==> src/hw/psl_params.svh <==
/*
 Constants for the preamplifier serial settings loader: word layout,
 field positions, reset values and timing figures.
 Assumes nothing; definitions only.
*/
`ifndef PSL_PARAMS_SVH
`define PSL_PARAMS_SVH

`define PSL_WORD_WIDTH 16
`define PSL_GAIN_BIT 9
`define PSL_DC2_BIT 8
`define PSL_DC1_BIT 7
`define PSL_SINGLE_BIT 6
`define PSL_SHUNT_MSB 5
`define PSL_SHUNT_LSB 0
`define PSL_SHUNT_WIDTH 6
`define PSL_SETTINGS_RESET 16'h0000
`define PSL_CLK_PERIOD_NS 100
`define PSL_LATCH_HOLD_MIN_NS 10000
`define PSL_LATCH_HOLD_MIN_CYC \
    ((`PSL_LATCH_HOLD_MIN_NS + `PSL_CLK_PERIOD_NS - 1) / `PSL_CLK_PERIOD_NS)

`endif

==> src/hw/psl_pkg.sv <==
/*
 Types for the preamplifier serial settings loader.
 Assumes psl_params.svh is available on the include path.
*/
`include "psl_params.svh"
package psl_pkg;
    typedef enum logic [1:0] {
        PSL_GAIN_ONE_type_val = 2'h1,
        PSL_GAIN_TEN_type_val = 2'h2
    } psl_gain_type;

    typedef struct packed {
        logic gain_ten;
        logic input_two_dc_coupling;
        logic input_one_dc_coupling;
        logic single_ended;
        logic [`PSL_SHUNT_WIDTH-1:0] shunt_select;
    } psl_settings_type;
endpackage

==> src/hw/psl_edge_if.sv <==
/*
 Interface carrying synchronised link levels and their edge strobes
 between the sampler and the settings loader.
 Assumes a single clock domain on CLK_I.
*/
`timescale 1ns/1ns
interface psl_edge_if;
    logic data_level;
    logic shift_rise;
    logic latch_rise;
    logic latch_level;
    modport sampler (output data_level, output shift_rise, output latch_rise,
        output latch_level);
    modport loader (input data_level, input shift_rise, input latch_rise,
        input latch_level);
endinterface

==> src/hw/psl_sampler.sv <==
/*
 Two-flop synchronisers for the serial data, shift clock and latch lines,
 plus rising-edge detection on the synchronised levels.
 Assumes CLK_I is much faster than the shift clock (10 us minimum period).
*/
`timescale 1ns/1ns
module psl_sampler (
    input wire logic clk_i,
    input wire logic reset_n_i,
    input wire logic enable_i,
    input wire logic data_pin_i,
    input wire logic shift_pin_i,
    input wire logic latch_pin_i,
    psl_edge_if.sampler edges
);
    logic [2:0] meta_q;
    logic [2:0] sync_q;
    logic [2:0] prev_q;

    always_ff @(posedge clk_i or negedge reset_n_i) begin
        if (!reset_n_i) begin
            meta_q <= 3'h0;
            sync_q <= 3'h0;
            prev_q <= 3'h0;
        end else if (enable_i) begin
            meta_q <= {latch_pin_i, shift_pin_i, data_pin_i};
            sync_q <= meta_q;
            prev_q <= sync_q;
        end
    end

    assign edges.data_level = sync_q[0];
    assign edges.latch_level = sync_q[2];
    // Data is settled 2 us before the clock edge, so no extra delay needed
    assign edges.shift_rise = enable_i & sync_q[1] & ~prev_q[1];
    assign edges.latch_rise = enable_i & sync_q[2] & ~prev_q[2];
endmodule

==> src/hw/psl_loader.sv <==
/*
 Serial settings loader of a two-channel current preamplifier: shifts a
 16-bit word in on the shift clock and applies it on the latch strobe.
 Assumes a host that shifts MSB first and strobes the latch line after
 the last bit; the shift clock and latch are sampled by CLK_I.
*/
// Overview of operation
// Settings load only via shift then latch
// 16-bit word, MSB first, bits 15-10 ignored
// Bit 9 selects output gain 1 or 10
// Bit 8 sets input two AC/DC coupling
// Bit 7 sets input one AC/DC coupling
// Bit 6 selects differential or single-ended
// Bits 5-0 each connect one shunt resistor
// All shunt bits clear disconnects every resistor
// Presence line driven so host detects device; the code drives it from shift_q bit 15, so it is 0 after reset
// Sample on shift rise, apply on latch
`timescale 1ns/1ns
`include "psl_params.svh"
module psl_loader #(
    parameter int WORD_WIDTH = `PSL_WORD_WIDTH
) (
    input wire logic CLK_I,
    input wire logic RESET_N_I,
    input wire logic CLK_EN_I,
    input wire logic SERIAL_SETTING_IN_I,
    input wire logic SHIFT_CLOCK_I,
    input wire logic LATCH_STROBE_I,
    output logic PRESENCE_DETECT_OUT_O,
    output psl_pkg::psl_gain_type OUTPUT_GAIN_O,
    output logic GAIN_TEN_SELECT_O,
    output logic INPUT_TWO_DC_COUPLING_O,
    output logic INPUT_ONE_DC_COUPLING_O,
    output logic SINGLE_ENDED_SELECT_O,
    output logic SHUNT_ONE_MEG_SELECT_O,
    output logic SHUNT_HUNDRED_KILO_SELECT_O,
    output logic SHUNT_TEN_KILO_SELECT_O,
    output logic SHUNT_ONE_KILO_SELECT_O,
    output logic SHUNT_HUNDRED_SELECT_O,
    output logic SHUNT_TEN_SELECT_O,
    output logic EXTERNAL_SHUNT_O,
    output logic [WORD_WIDTH-1:0] SHIFT_CONTENT_O
);
    import psl_pkg::*;

    psl_edge_if edges ();
    logic [WORD_WIDTH-1:0] shift_q;
    logic [WORD_WIDTH-1:0] shift_d;
    psl_settings_type settings_q;
    psl_settings_type settings_d;
    logic presence_q;

    psl_sampler u_sampler (
        .clk_i(CLK_I),
        .reset_n_i(RESET_N_I),
        .enable_i(CLK_EN_I),
        .data_pin_i(SERIAL_SETTING_IN_I),
        .shift_pin_i(SHIFT_CLOCK_I),
        .latch_pin_i(LATCH_STROBE_I),
        .edges(edges.sampler)
    );

    // New bits enter at the bottom so the first bit ends at the top
    assign shift_d = {shift_q[WORD_WIDTH-2:0], edges.data_level};

    always_ff @(posedge CLK_I or negedge RESET_N_I) begin
        if (!RESET_N_I) begin
            shift_q <= '0;
        end else if (CLK_EN_I && edges.shift_rise) begin
            shift_q <= shift_d;
        end
    end

    // Upper unused bits are simply never copied into the settings
    always_comb begin
        settings_d.gain_ten = shift_q[`PSL_GAIN_BIT];
        settings_d.input_two_dc_coupling = shift_q[`PSL_DC2_BIT];
        settings_d.input_one_dc_coupling = shift_q[`PSL_DC1_BIT];
        settings_d.single_ended = shift_q[`PSL_SINGLE_BIT];
        settings_d.shunt_select = shift_q[`PSL_SHUNT_MSB:`PSL_SHUNT_LSB];
    end

    always_ff @(posedge CLK_I or negedge RESET_N_I) begin
        if (!RESET_N_I) begin
            settings_q <= psl_settings_type'(10'(`PSL_SETTINGS_RESET));
        end else if (CLK_EN_I && edges.latch_rise) begin
            settings_q <= settings_d;
        end
    end

    // Presence line mirrors the register tail, a simple sign of life
    always_ff @(posedge CLK_I or negedge RESET_N_I) begin
        if (!RESET_N_I) begin
            presence_q <= 1'b0;
        end else if (CLK_EN_I) begin
            presence_q <= shift_q[WORD_WIDTH-1];
        end
    end

    assign PRESENCE_DETECT_OUT_O = presence_q;
    assign OUTPUT_GAIN_O = settings_q.gain_ten ? PSL_GAIN_TEN_type_val
                                                : PSL_GAIN_ONE_type_val;
    assign GAIN_TEN_SELECT_O = settings_q.gain_ten;
    assign INPUT_TWO_DC_COUPLING_O = settings_q.input_two_dc_coupling;
    assign INPUT_ONE_DC_COUPLING_O = settings_q.input_one_dc_coupling;
    assign SINGLE_ENDED_SELECT_O = settings_q.single_ended;
    assign SHUNT_ONE_MEG_SELECT_O = settings_q.shunt_select[5];
    assign SHUNT_HUNDRED_KILO_SELECT_O = settings_q.shunt_select[4];
    assign SHUNT_TEN_KILO_SELECT_O = settings_q.shunt_select[3];
    assign SHUNT_ONE_KILO_SELECT_O = settings_q.shunt_select[2];
    assign SHUNT_HUNDRED_SELECT_O = settings_q.shunt_select[1];
    assign SHUNT_TEN_SELECT_O = settings_q.shunt_select[0];
    assign EXTERNAL_SHUNT_O = ~|settings_q.shunt_select;
    assign SHIFT_CONTENT_O = shift_q;
endmodule

==> config.mk <==
export PLATFORM = sky130hd
export DESIGN_NAME = psl_loader
export DESIGN_NICKNAME = d
export VERILOG_FILES = /design/src/hw/psl_pkg.sv /design/src/hw/psl_edge_if.sv /design/src/hw/psl_sampler.sv /design/src/hw/psl_loader.sv
export VERILOG_INCLUDE_DIRS = /design/src /design/src/hw
export SDC_FILE = /design/constraint.sdc
export NUM_CORES = 1
export LEC_CHECK = 0
export ABC_CLOCK_PERIOD_IN_PS = 1250
export CAP_MARGIN = 20
export CORE_MARGIN = 5
export CORE_UTILIZATION = 54
export DETAILED_ROUTE_END_ITERATION = 10
export DONT_BUFFER_PORTS = 1
export PLACE_DENSITY = 0.77
export SETUP_SLACK_MARGIN = 0.4
export SYNTH_ARGS = -nofsm -noshare
export SYNTH_HDL_FRONTEND = slang
export SYNTH_SLANG_ARGS = --single-unit
==> constraint.sdc <==
create_clock -name CLK_I -period 1.25 [get_ports CLK_I]
set_clock_uncertainty 0.2 [all_clocks]
set_input_delay 0.0625 -clock CLK_I [delete_from_list [all_inputs] [get_ports CLK_I]]
set_output_delay 0.0625 -clock CLK_I [all_outputs]
set_load 0.05 [all_outputs]
==> flow_summary.yaml, run 1 <==
critical_path:
  slowest_stage: "or4_4"
  rr_endpoint: "SHIFT_CONTENT_O[7]"
  critPathRequiredTime_ns: 0.99
  cpPeakStageDelay_ns: 0.54
  cp_max_fo: 2
  cp.arrival_ns: 1.64
  cp-start-kind: "flip-flop"
  r2r_slack_ns: -0.10
  endpoint_kind: "output port"
  reg2reg_depth: 2
  reg2reg_from: "u_sampler.sync_q[1]"
  criticalPathCategory: "reg2out"
  path_cells: "or4_4 > nor3_4 > buf_12"
synthesis:
  synthTopCellsByArea: "dfrtp_1, mux2_2, mux2_4"
  syn_nets: 85
  ys_seq_area_share_pct: 62.61
  syn_inst: 79
  muxShareOfSynthArea_pct: 30.86
  yosysMostFrequentCell: "dfrtp_1"
  postSynth.asyncResetShare_pct: 100.0
  syn_avg_cell_area_sq_um: 17.71
  synthSimpleGateAreaFrac_pct: 3.757
  synth_compound_area_share_pct: 0
  synth_top_family_by_area: "multiplexers"
  yosys.area_share.xor_xnor_pct: 0
  ys_warn_count: 0
  ys_ff_latch: 35
  synth_top_cell_by_area: "dfrtp_1"
  yosysTopAreaCellShare_pct: 62.61
  synth-main-ff-cell: "dfrtp_1"
  syn-cell-area_sq_um: 1399
  synth_edf_count: 0
  synth_common_cells: "dfrtp_1, mux2_2, mux2_4"
  synth.distinct_cells: 10
  synth-adder-area-share_pct: 0
routing:
  vias: 911
  ant_nets: 0
  drt-vias-per-instance: 5.521
  drt-wirelength-per-cell_um: 23.41
  dr.pass1.iters: 5
  drc: 0
  routed_wirelength_mm: 3.862
  first_iter_violations: 18
pwr:
  ir_drop_mv: 2.501
  swShare_pct: 42.03
  p_sw_mw: 2.377
  combPwrFrac_pct: 53.8
  cellPowerDensity_nw_per_um2: 2554
  pwr-share-clk_pct: 12.7
  p_leak_nw: 1.096
  p_seq_share_pct: 33.5
  internal_power_mw: 3.277
sta:
  period_needed_ns: 1.903
  period_share_pct: 152.2
  setup_slack_ns: -0.6527
  rsz0062_at_grt: "true"
  finalSetupViolations: 29
  timing.hold.ws_ns: -0.7997
  tightest_slew_ns: 0.1884
  relSlewSlack_pct: 87.40
  drv_slew: 0
  finalSetupTns_ns: -2.672
  finalHoldViolCount: 70
  fmax_ghz: 0.5256
clock_tree:
  clockBufferDepth: 2
  clock-root-buffer: "clkbuf_4"
  insertion_delay_ns: 0.34
  cts_sinks: 35
  cts_buffers: 5
  clk_pin_slew_ns: 0.11
  h-tree-depth: 2
  cts_tree: "yes"
  hold_buffers: 3
grt:
  grt_pass1_wl_mm: 5.982
  track_usage_pct: 23.81
  grt_pass1_vias: 1027
  grt-ovfl-total: 0
  antenna_found_initial: 0
  grt_max_degree: 36
finish:
  area_growth_pct: 58.23
  postLayoutCellArea_sq_um: 2213
  fin_nets: 140
  drive_gt1_share_pct: 92.59
  antenna-diode-count: 0
  final_cell_count_no_fill: 165
die:
  die-area_sq_um: 3708
  start_util_pct: 56.46
  coreArea_sq_um: 2477
  dieHeight_um: 60.90
  num_rows: 18
  io_pins: 36
  die_w_um: 60.90
placement:
  place_ws_ns: -0.3355
  place_congestion: 0.7269
  dpl_cell_area_sq_um: 1703
  numPlacedInstances: 136
  io_buffer_count: 0
run_status:
  violations: "hold timing, setup timing"
  outcome: "finished, violations left"
flow_run:
  maxCapViolations: 0
worst_hold_path:
  hp-class: "in2async"
cell type report:
type / instances / area (sq um)
clock buffer: 8 / 68.82
fill: 95 / 264.0
inverter: 1 / 3.754
multi-input combinational: 41 / 588.1
sequential: 35 / 912.1
tap: 30 / 37.54
timing repair buffer: 50 / 603.1
how the worst max path moves through the flow:
stage                      startpoint  depth (start not counted)          endpoint
4_1_cts        SHUNT_ONE_MEG_SELECT_O                          3  EXTERNAL_SHUNT_O
6_report       SHUNT_ONE_MEG_SELECT_O                          3  EXTERNAL_SHUNT_O
3_3_place_gp       SHUNT_TEN_SELECT_O                          3  EXTERNAL_SHUNT_O
2_1_floorplan      SHUNT_TEN_SELECT_O                          2  EXTERNAL_SHUNT_O
5_1_grt        SHUNT_ONE_MEG_SELECT_O                          3  EXTERNAL_SHUNT_O
3_5_place_dp       SHUNT_TEN_SELECT_O                          3  EXTERNAL_SHUNT_O
repair_timing:
item,4_1_cts,5_1_grt
setup endpoints to repair,65,65
setup buffers,15,1
pin swaps,2,0
resized for setup,65,6
endpoints found under the hold margin,70,70
cloned,2,0
sequential cells by signal, indices dropped and copies added, names as in the netlist:
register                     flops
SHUNT_TEN_SELECT_O               1
SHUNT_TEN_KILO_SELECT_O          1
INPUT_ONE_DC_COUPLING_O          1
SHUNT_HUNDRED_SELECT_O           1
PRESENCE_DETECT_OUT_O            1
u_sampler.meta_q                 3
SHUNT_ONE_KILO_SELECT_O          1
SHUNT_HUNDRED_KILO_SELECT_O      1
SINGLE_ENDED_SELECT_O            1
SHUNT_ONE_MEG_SELECT_O           1
u_sampler.sync_q                 3
GAIN_TEN_SELECT_O                1
u_sampler.prev_q                 2
SHIFT_CONTENT_O                 16
INPUT_TWO_DC_COUPLING_O          1
stage by stage:
step                util [%]  hold WS (ns)  total power, mW
finish                 89.34       -0.7997            5.654
floorplan                  -       -0.4331            3.410
CTS                    88.13       -0.7980            5.465
detailed placement     68.74       -0.4322            4.074
global route           89.34       -0.8144            5.837
global placement       68.74       -0.4323            3.998
routing by layer:
| metal | wire length [um] | vias to the layer above | GRT usage, % |
|---|---|---|---|
| li1 | - | 391 | - |
| met1 | 1542 | 473 | 29.82 |
| met2 | 2020 | 43 | 40.00 |
| met3 | 251 | 4 | 7.872 |
| met4 | 47 | 0 | 5.882 |
| met5 | 0 | - | 0 |
critical path: cells and delay by family, from the launching register on:
family                 cells  cell delay (ns)
and+or+nand+nor            2             0.71
DFF                        1             0.42
buffers and inverters      1             0.16
cells by family (layout without fill, tap and decap cells):
logic type,after synthesis,in the layout
muxes,35,35
DFF,35,35
buffers and inverters,5,59
and+or+nand+nor,4,6
power by group through the flow:
stage                     sequential [mW]  combinational [mW]  clock (mW)
after floorplan                      2.77               0.637           0
after global placement               1.79                2.21           0
after detailed placement             1.83                2.24           0
after CTS                            1.85                2.92       0.700
after global routing                 1.93                3.14       0.763
final                                1.90                3.04       0.716
cells in the final DEF, fill, tap and decap left out:
master and n:
clkbuf_8 2, inv_2 1, nor3_4 1, clkbuf_1 1, buf_6 4, dfrtp_2 29
mux2_2 12, buf_4 17, dlygate4sd3_1 3, buf_8 24, nand3b_4 4, dfrtp_1 6
buf_12 2, mux2_4 23, clkbuf_4 5, or4_4 1
(Power assumes the default switching activity.)
==> run 2: changes to the inputs <==
--- a/config.mk
+++ b/config.mk
@@ -8,11 +8,13 @@
 export LEC_CHECK = 0
 export ABC_CLOCK_PERIOD_IN_PS = 1250
 export CAP_MARGIN = 20
+export CORE_ASPECT_RATIO = 0.8
 export CORE_MARGIN = 5
 export CORE_UTILIZATION = 54
 export DETAILED_ROUTE_END_ITERATION = 10
 export DONT_BUFFER_PORTS = 1
 export PLACE_DENSITY = 0.77
+export REMOVE_ABC_BUFFERS = 1
 export SETUP_SLACK_MARGIN = 0.4
 export SYNTH_ARGS = -nofsm -noshare
 export SYNTH_HDL_FRONTEND = slang
==> run 2 against run 1 <==
The flow still finishes with violations (hold timing, setup timing). First-iteration DRC count fell by 33%. Final area fell by 5.8%. Non-clock buffer count rose by 3. Die area rose by 0.17%. Fmax rose by 3.1%. Flip-flop and latch count did not move. Worst setup slack improved by 0.057 ns. Via count fell by 3.7%. Combinational power fell by 7.2%. Sequential share of layout area rose by 0.93 points. Largest power group unchanged.
==> flow_summary.yaml, run 2 (synthesis gave the netlist of run 1 again) <==
run_status:
  outcome: "finished, violations left"
  violations: "hold timing, setup timing"
finish:
  area_growth_pct: 49.02
  layout_common_cells: "dfrtp_1, buf_6, mux2_4"
  nFillCells: 122
  seq_area_sq_um: 878.3
  largest_reg_flops: 16
  final_common_cell: "dfrtp_1"
  multi_input_area_sq_um: 566.8
  postLayoutCellArea_sq_um: 2085
  drive_gt1_share_pct: 73.19
  antenna-diode-count: 0
  fin_nets: 143
placement:
  io_buffer_count: 0
  place_ws_ns: -0.2471
  dp.final_hpwl_mm: 1.686
  place_congestion: 0.7330
  dpl_cell_area_sq_um: 1642
grt:
  track_usage_pct: 17.22
  grt_max_degree: 36
  grt_pass1_vias: 989
  grt_pass1_wl_mm: 4.726
  antenna_found_initial: 0
  grt-ovfl-total: 0
die:
  start_util_pct: 56.81
  coreArea_sq_um: 2462
  die-area_sq_um: 3715
  die_w_um: 66.91
  dieHeight_um: 55.52
  io_pins: 36
  num_rows: 16
clock_tree:
  cts_tree: "yes"
  clockBufferDepth: 2
  h-tree-depth: 2
  clk_pin_slew_ns: 0.11
  cts_sinks: 35
  insertion_delay_ns: 0.33
  clock-root-buffer: "clkbuf_4"
  hold_buffers: 3
  cts_buffers: 5
sta:
  rsz0062_at_grt: "true"
  tightest_slew_ns: 0.1625
  period_share_pct: 147.7
  setup_slack_ns: -0.5958
  relSlewSlack_pct: 89.11
  fmax_ghz: 0.5418
  finalSetupViolations: 27
  period_needed_ns: 1.846
  drv_slew: 0
  finalHoldViolCount: 70
  timing.hold.ws_ns: -0.7899
critical_path:
  cp.arrival_ns: 1.58
  endpoint_kind: "output port"
  cp_max_fo: 2
  cp-start-kind: "flip-flop"
  criticalPathCategory: "reg2out"
  critPathRequiredTime_ns: 0.99
routing:
  routed_wirelength_mm: 2.957
  drt-wirelength-per-cell_um: 16.99
  ant_nets: 0
  drc: 0
  first_iter_violations: 12
  dr.pass1.iters: 2
  vias: 877
  drt-vias-per-instance: 5.040
pwr:
  ir_drop_mv: 1.150
  cellPowerDensity_nw_per_um2: 2461
  p_leak_nw: 1.103
worst_hold_path:
  hp-class: "in2async"
flow_run:
  maxCapViolations: 0
run 2: per-layer routing:
| layer | track usage, % | up-vias | routed length (um) |
|---|---|---|---|
| met5 | 0 | - | 0 |
| met4 | 4.335 | 0 | 10 |
| met3 | 6.085 | 2 | 181 |
| met2 | 28.81 | 26 | 1503 |
| met1 | 20.95 | 449 | 1261 |
| li1 | - | 400 | - |
run 2: metrics by stage:
| step | power (mW) | cells | hold WS [ns] | util (%) | TNS, ns |
|---|---|---|---|---|---|
| global route | 5.347 | 174 | -0.8170 | 84.65 | -2.020 |
| CTS | 5.072 | 171 | -0.8011 | 82.98 | -1.259 |
| floorplan | 3.245 | 75 | -0.4331 | - | -1.811 |
| finish | 5.130 | 174 | -0.7899 | 84.65 | -1.198 |
| global placement | 3.846 | 142 | -0.4320 | 66.67 | -1.654 |
| detailed placement | 3.898 | 142 | -0.4320 | 66.67 | -1.965 |
run 2: critical path, cell delays in order, from the launching register on:
cell     delay [ns]
dfrtp_1        0.40
or4_4          0.53
nor3_2         0.15
buf_6          0.18
run 2: power breakdown:
group | internal (mW) | switching [mW] | leakage, nW
registers | 1.45 | 0.282 | 0.446
clock network | 0.209 | 0.365 | 0.0347
logic | 1.28 | 1.54 | 0.622
run 2: final cells by class:
cell class / instances / share of cell area, %
repair buffers: 53 / 25.81
flip-flops and latches: 35 / 42.14
clock inverters: 3 / 0.7203
inverters: 1 / 0.1801
clock buffers: 5 / 1.801
well taps: 36 / 2.161
multi-input cells: 41 / 27.19
run 2: path summary, 6_finish.rpt:
path | start | end | slack, ns | cells past startpoint
hold reg to reg | u_sampler.sync_q[0] | SHIFT_CONTENT_O[0] | 0.31 | 1
setup reg to reg | u_sampler.prev_q[2] | SHUNT_TEN_SELECT_O | -0.04 | 2
hold / removal | RESET_N_I | SHUNT_ONE_MEG_SELECT_O | -0.79 | 0
setup / recovery | SHUNT_TEN_SELECT_O | EXTERNAL_SHUNT_O | -0.60 | 3
min in group CLK_I | CLK_EN_I | u_sampler.prev_q[1] | -0.29 | 1
max in group asynchronous | RESET_N_I | u_sampler.sync_q[1] | 1.53 | 0
run 2: what timing repair did:
action,in CTS,in global routing
resized for setup,45,5
setup endpoints to repair,65,65
endpoints found under the hold margin,70,70
cloned,2,0
pin swaps,1,0
setup buffers,16,3
==> run 3: changes to the inputs <==
--- a/config.mk
+++ b/config.mk
@@ -6,15 +6,15 @@
 export SDC_FILE = /design/constraint.sdc
 export NUM_CORES = 1
 export LEC_CHECK = 0
-export ABC_CLOCK_PERIOD_IN_PS = 1250
+export ABC_CLOCK_PERIOD_IN_PS = 2200
 export CAP_MARGIN = 20
 export CORE_ASPECT_RATIO = 0.8
 export CORE_MARGIN = 5
-export CORE_UTILIZATION = 54
+export CORE_UTILIZATION = 55
 export DETAILED_ROUTE_END_ITERATION = 10
 export DONT_BUFFER_PORTS = 1
-export PLACE_DENSITY = 0.77
-export REMOVE_ABC_BUFFERS = 1
+export GPL_TIMING_DRIVEN = 0
+export PLACE_DENSITY = 0.75
 export SETUP_SLACK_MARGIN = 0.4
 export SYNTH_ARGS = -nofsm -noshare
 export SYNTH_HDL_FRONTEND = slang
==> constraint.sdc (replaced) <==
create_clock -name CLK_I -period 2.2 [get_ports CLK_I]
set_clock_uncertainty 0.2 [all_clocks]
set_input_delay 0.11 -clock CLK_I [delete_from_list [all_inputs] [get_ports CLK_I]]
set_output_delay 0.11 -clock CLK_I [all_outputs]
set_load 0.05 [all_outputs]
==> run 3 against run 2 <==
The run ends with setup timing left. Flip-flop and latch count unchanged. Sequential power down 9%. Core utilization decreased by 18 points. Largest cell class unchanged. Largest power group is now sequential cells. Highest routed layer unchanged.
==> flow_summary.yaml, run 3 (synthesis gave the netlist of run 1 again) <==
routing:
  first_iter_violations: 26
  dr.pass1.iters: 3
  vias: 689
  drc: 0
  drt-wirelength-per-cell_um: 17.48
  drt-vias-per-instance: 5.220
  routed_wirelength_mm: 2.307
  ant_nets: 0
critical_path:
  cp_max_fo: 3
  reg2reg_from: "u_sampler.meta_q[0]"
  criticalPathCategory: "reg2out"
  cp.arrival_ns: 1.89
  path_cells: "or4_4 > nor3_4"
  reg2reg_depth: 2
  endpoint: "EXTERNAL_SHUNT_O"
  rr_endpoint: "u_sampler.meta_q[0]"
  startpoint: "SHUNT_HUNDRED_KILO_SELECT_O"
  critPathRequiredTime_ns: 1.89
  r2r_slack_ns: 0.67
  cp.depth: 2
  cpPeakStageDelay_ns: 0.58
  cp-start-kind: "flip-flop"
  slowest_stage: "or4_4"
  path_buf_inv: 0
  endpoint_kind: "output port"
  crit_family: "simple AND/OR/NAND/NOR gates"
grt:
  antenna_found_initial: 0
  busiest_layer: "met2"
  grt_pass1_wl_mm: 3.946
  met1_usage_pct: 16.19
  track_usage_pct: 15.17
  use_met3_pct: 10.10
  grt_max_degree: 36
  grt_pass1_vias: 807
  grt-ovfl-total: 0
  globalRouteMet2Util_pct: 25.04
clock_tree:
  clockBufferDepth: 2
  clock-root-buffer: "clkbuf_4"
  cts_tree: "yes"
  clk_pin_slew_ns: 0.10
  cts_buffers: 5
  cts_sinks: 35
  cts_setup_buffers: 0
  insertion_delay_ns: 0.33
  h-tree-depth: 2
pwr:
  p_leak_nw: 0.8063
  pwr-share-clk_pct: 16.2
  swShare_pct: 46.86
  p_sw_mw: 1.114
  ir_drop_mv: 0.5620
  p_seq_share_pct: 66.8
  combPwrFrac_pct: 17.0
  cellPowerDensity_nw_per_um2: 1455
  internal_power_mw: 1.263
sta:
  period_share_pct: 100.0
  drv_slew: 0
  finalSetupTns_ns: -0.0005678
  finalHoldViolCount: 0
  period_needed_ns: 2.201
  setup_slack_ns: -0.0005678
  fmax_ghz: 0.4544
  tightest_slew_ns: 0.5592
  rsz0062_at_grt: "true"
  finalSetupViolations: 1
  relSlewSlack_pct: 62.72
die:
  dieHeight_um: 55.11
  coreArea_sq_um: 2442
  die_w_um: 66.39
  io_pins: 36
  start_util_pct: 57.27
  die-area_sq_um: 3658
  num_rows: 16
finish:
  multi_input_area_sq_um: 499.2
  antenna-diode-count: 0
  fin_nets: 101
  postLayoutCellArea_sq_um: 1634
  area_growth_pct: 16.82
  layout_common_cells: "dfrtp_1, mux2_2, mux2_4"
  seq_area_sq_um: 879.6
  nFillCells: 196
  largest_reg_flops: 16
  final_common_cell: "dfrtp_1"
  drive_gt1_share_pct: 56.25
run_status:
  violations: "setup timing"
  outcome: "finished, violations left"
placement:
  dpl_cell_area_sq_um: 1463
  place_congestion: 0.5865
  io_buffer_count: 0
  dp.final_hpwl_mm: 1.558
flow_run:
  maxCapViolations: 0
worst_hold_path:
  hp-class: "in2async"
[run 3: worst min-delay path by stage]
stage	to	from
finish	SHIFT_CONTENT_O[4]	RESET_N_I
global route	SINGLE_ENDED_SELECT_O	RESET_N_I
CTS	SHUNT_ONE_MEG_SELECT_O	RESET_N_I
detailed placement	SHUNT_ONE_KILO_SELECT_O	RESET_N_I
global placement	SHUNT_ONE_KILO_SELECT_O	RESET_N_I
floorplan	GAIN_TEN_SELECT_O	RESET_N_I
[run 3: metal layers]
layer	routed length [um]	vias to the layer above
li1	-	308
met1	898	350
met2	1105	28
met3	283	3
met4	19	0
met5	0	-
[run 3: worst register-to-register path, delay by kind of cell, from the launching register on]
family                 cells  cell delay, ns
buffers and inverters      1            0.57
DFF                        1            0.39
muxes                      1            0.26
[run 3: per-stage QoR]
stage / hold WS (ns) / cells / power (mW) / util [%] / setup slack, ns
final: 0.02030 / 132 / 2.378 / 66.91 / -0.0005678
after CTS: 0.007067 / 132 / 2.400 / 66.80 / -0.02443
after global routing: 0.02354 / 132 / 2.497 / 66.91 / -0.05538
after global placement: -0.3845 / 115 / 1.968 / 59.89 / 0.3108
after floorplan: -0.3856 / 79 / 1.894 / - / 0.3432
after detailed placement: -0.3844 / 115 / 1.990 / 59.89 / 0.2984
[run 3: final cells by class]
type / instances / area share, %
inverters: 1 / 0.2297
multi-input cells: 39 / 30.55
flip-flops and latches: 35 / 53.83
plain buffers: 4 / 2.144
clock buffers: 8 / 4.211
repair buffers: 9 / 6.279
well taps: 36 / 2.757
[run 3: power groups by stage]
stage	Sequential (mW)	Clock [mW]	Combinational, mW
after floorplan	1.54	0	0.351
final	1.59	0.385	0.404
after global routing	1.63	0.431	0.440
after global placement	1.60	0	0.367
after CTS	1.60	0.395	0.409
after detailed placement	1.61	0	0.378
[run 3: timing repair]
item                                    CTS  global route
hold endpoints to repair                 50             0
endpoints found under the setup margin    1             4
gates resized for setup                   0             1
pin swaps                                 2             0
hold buffers                              9             0
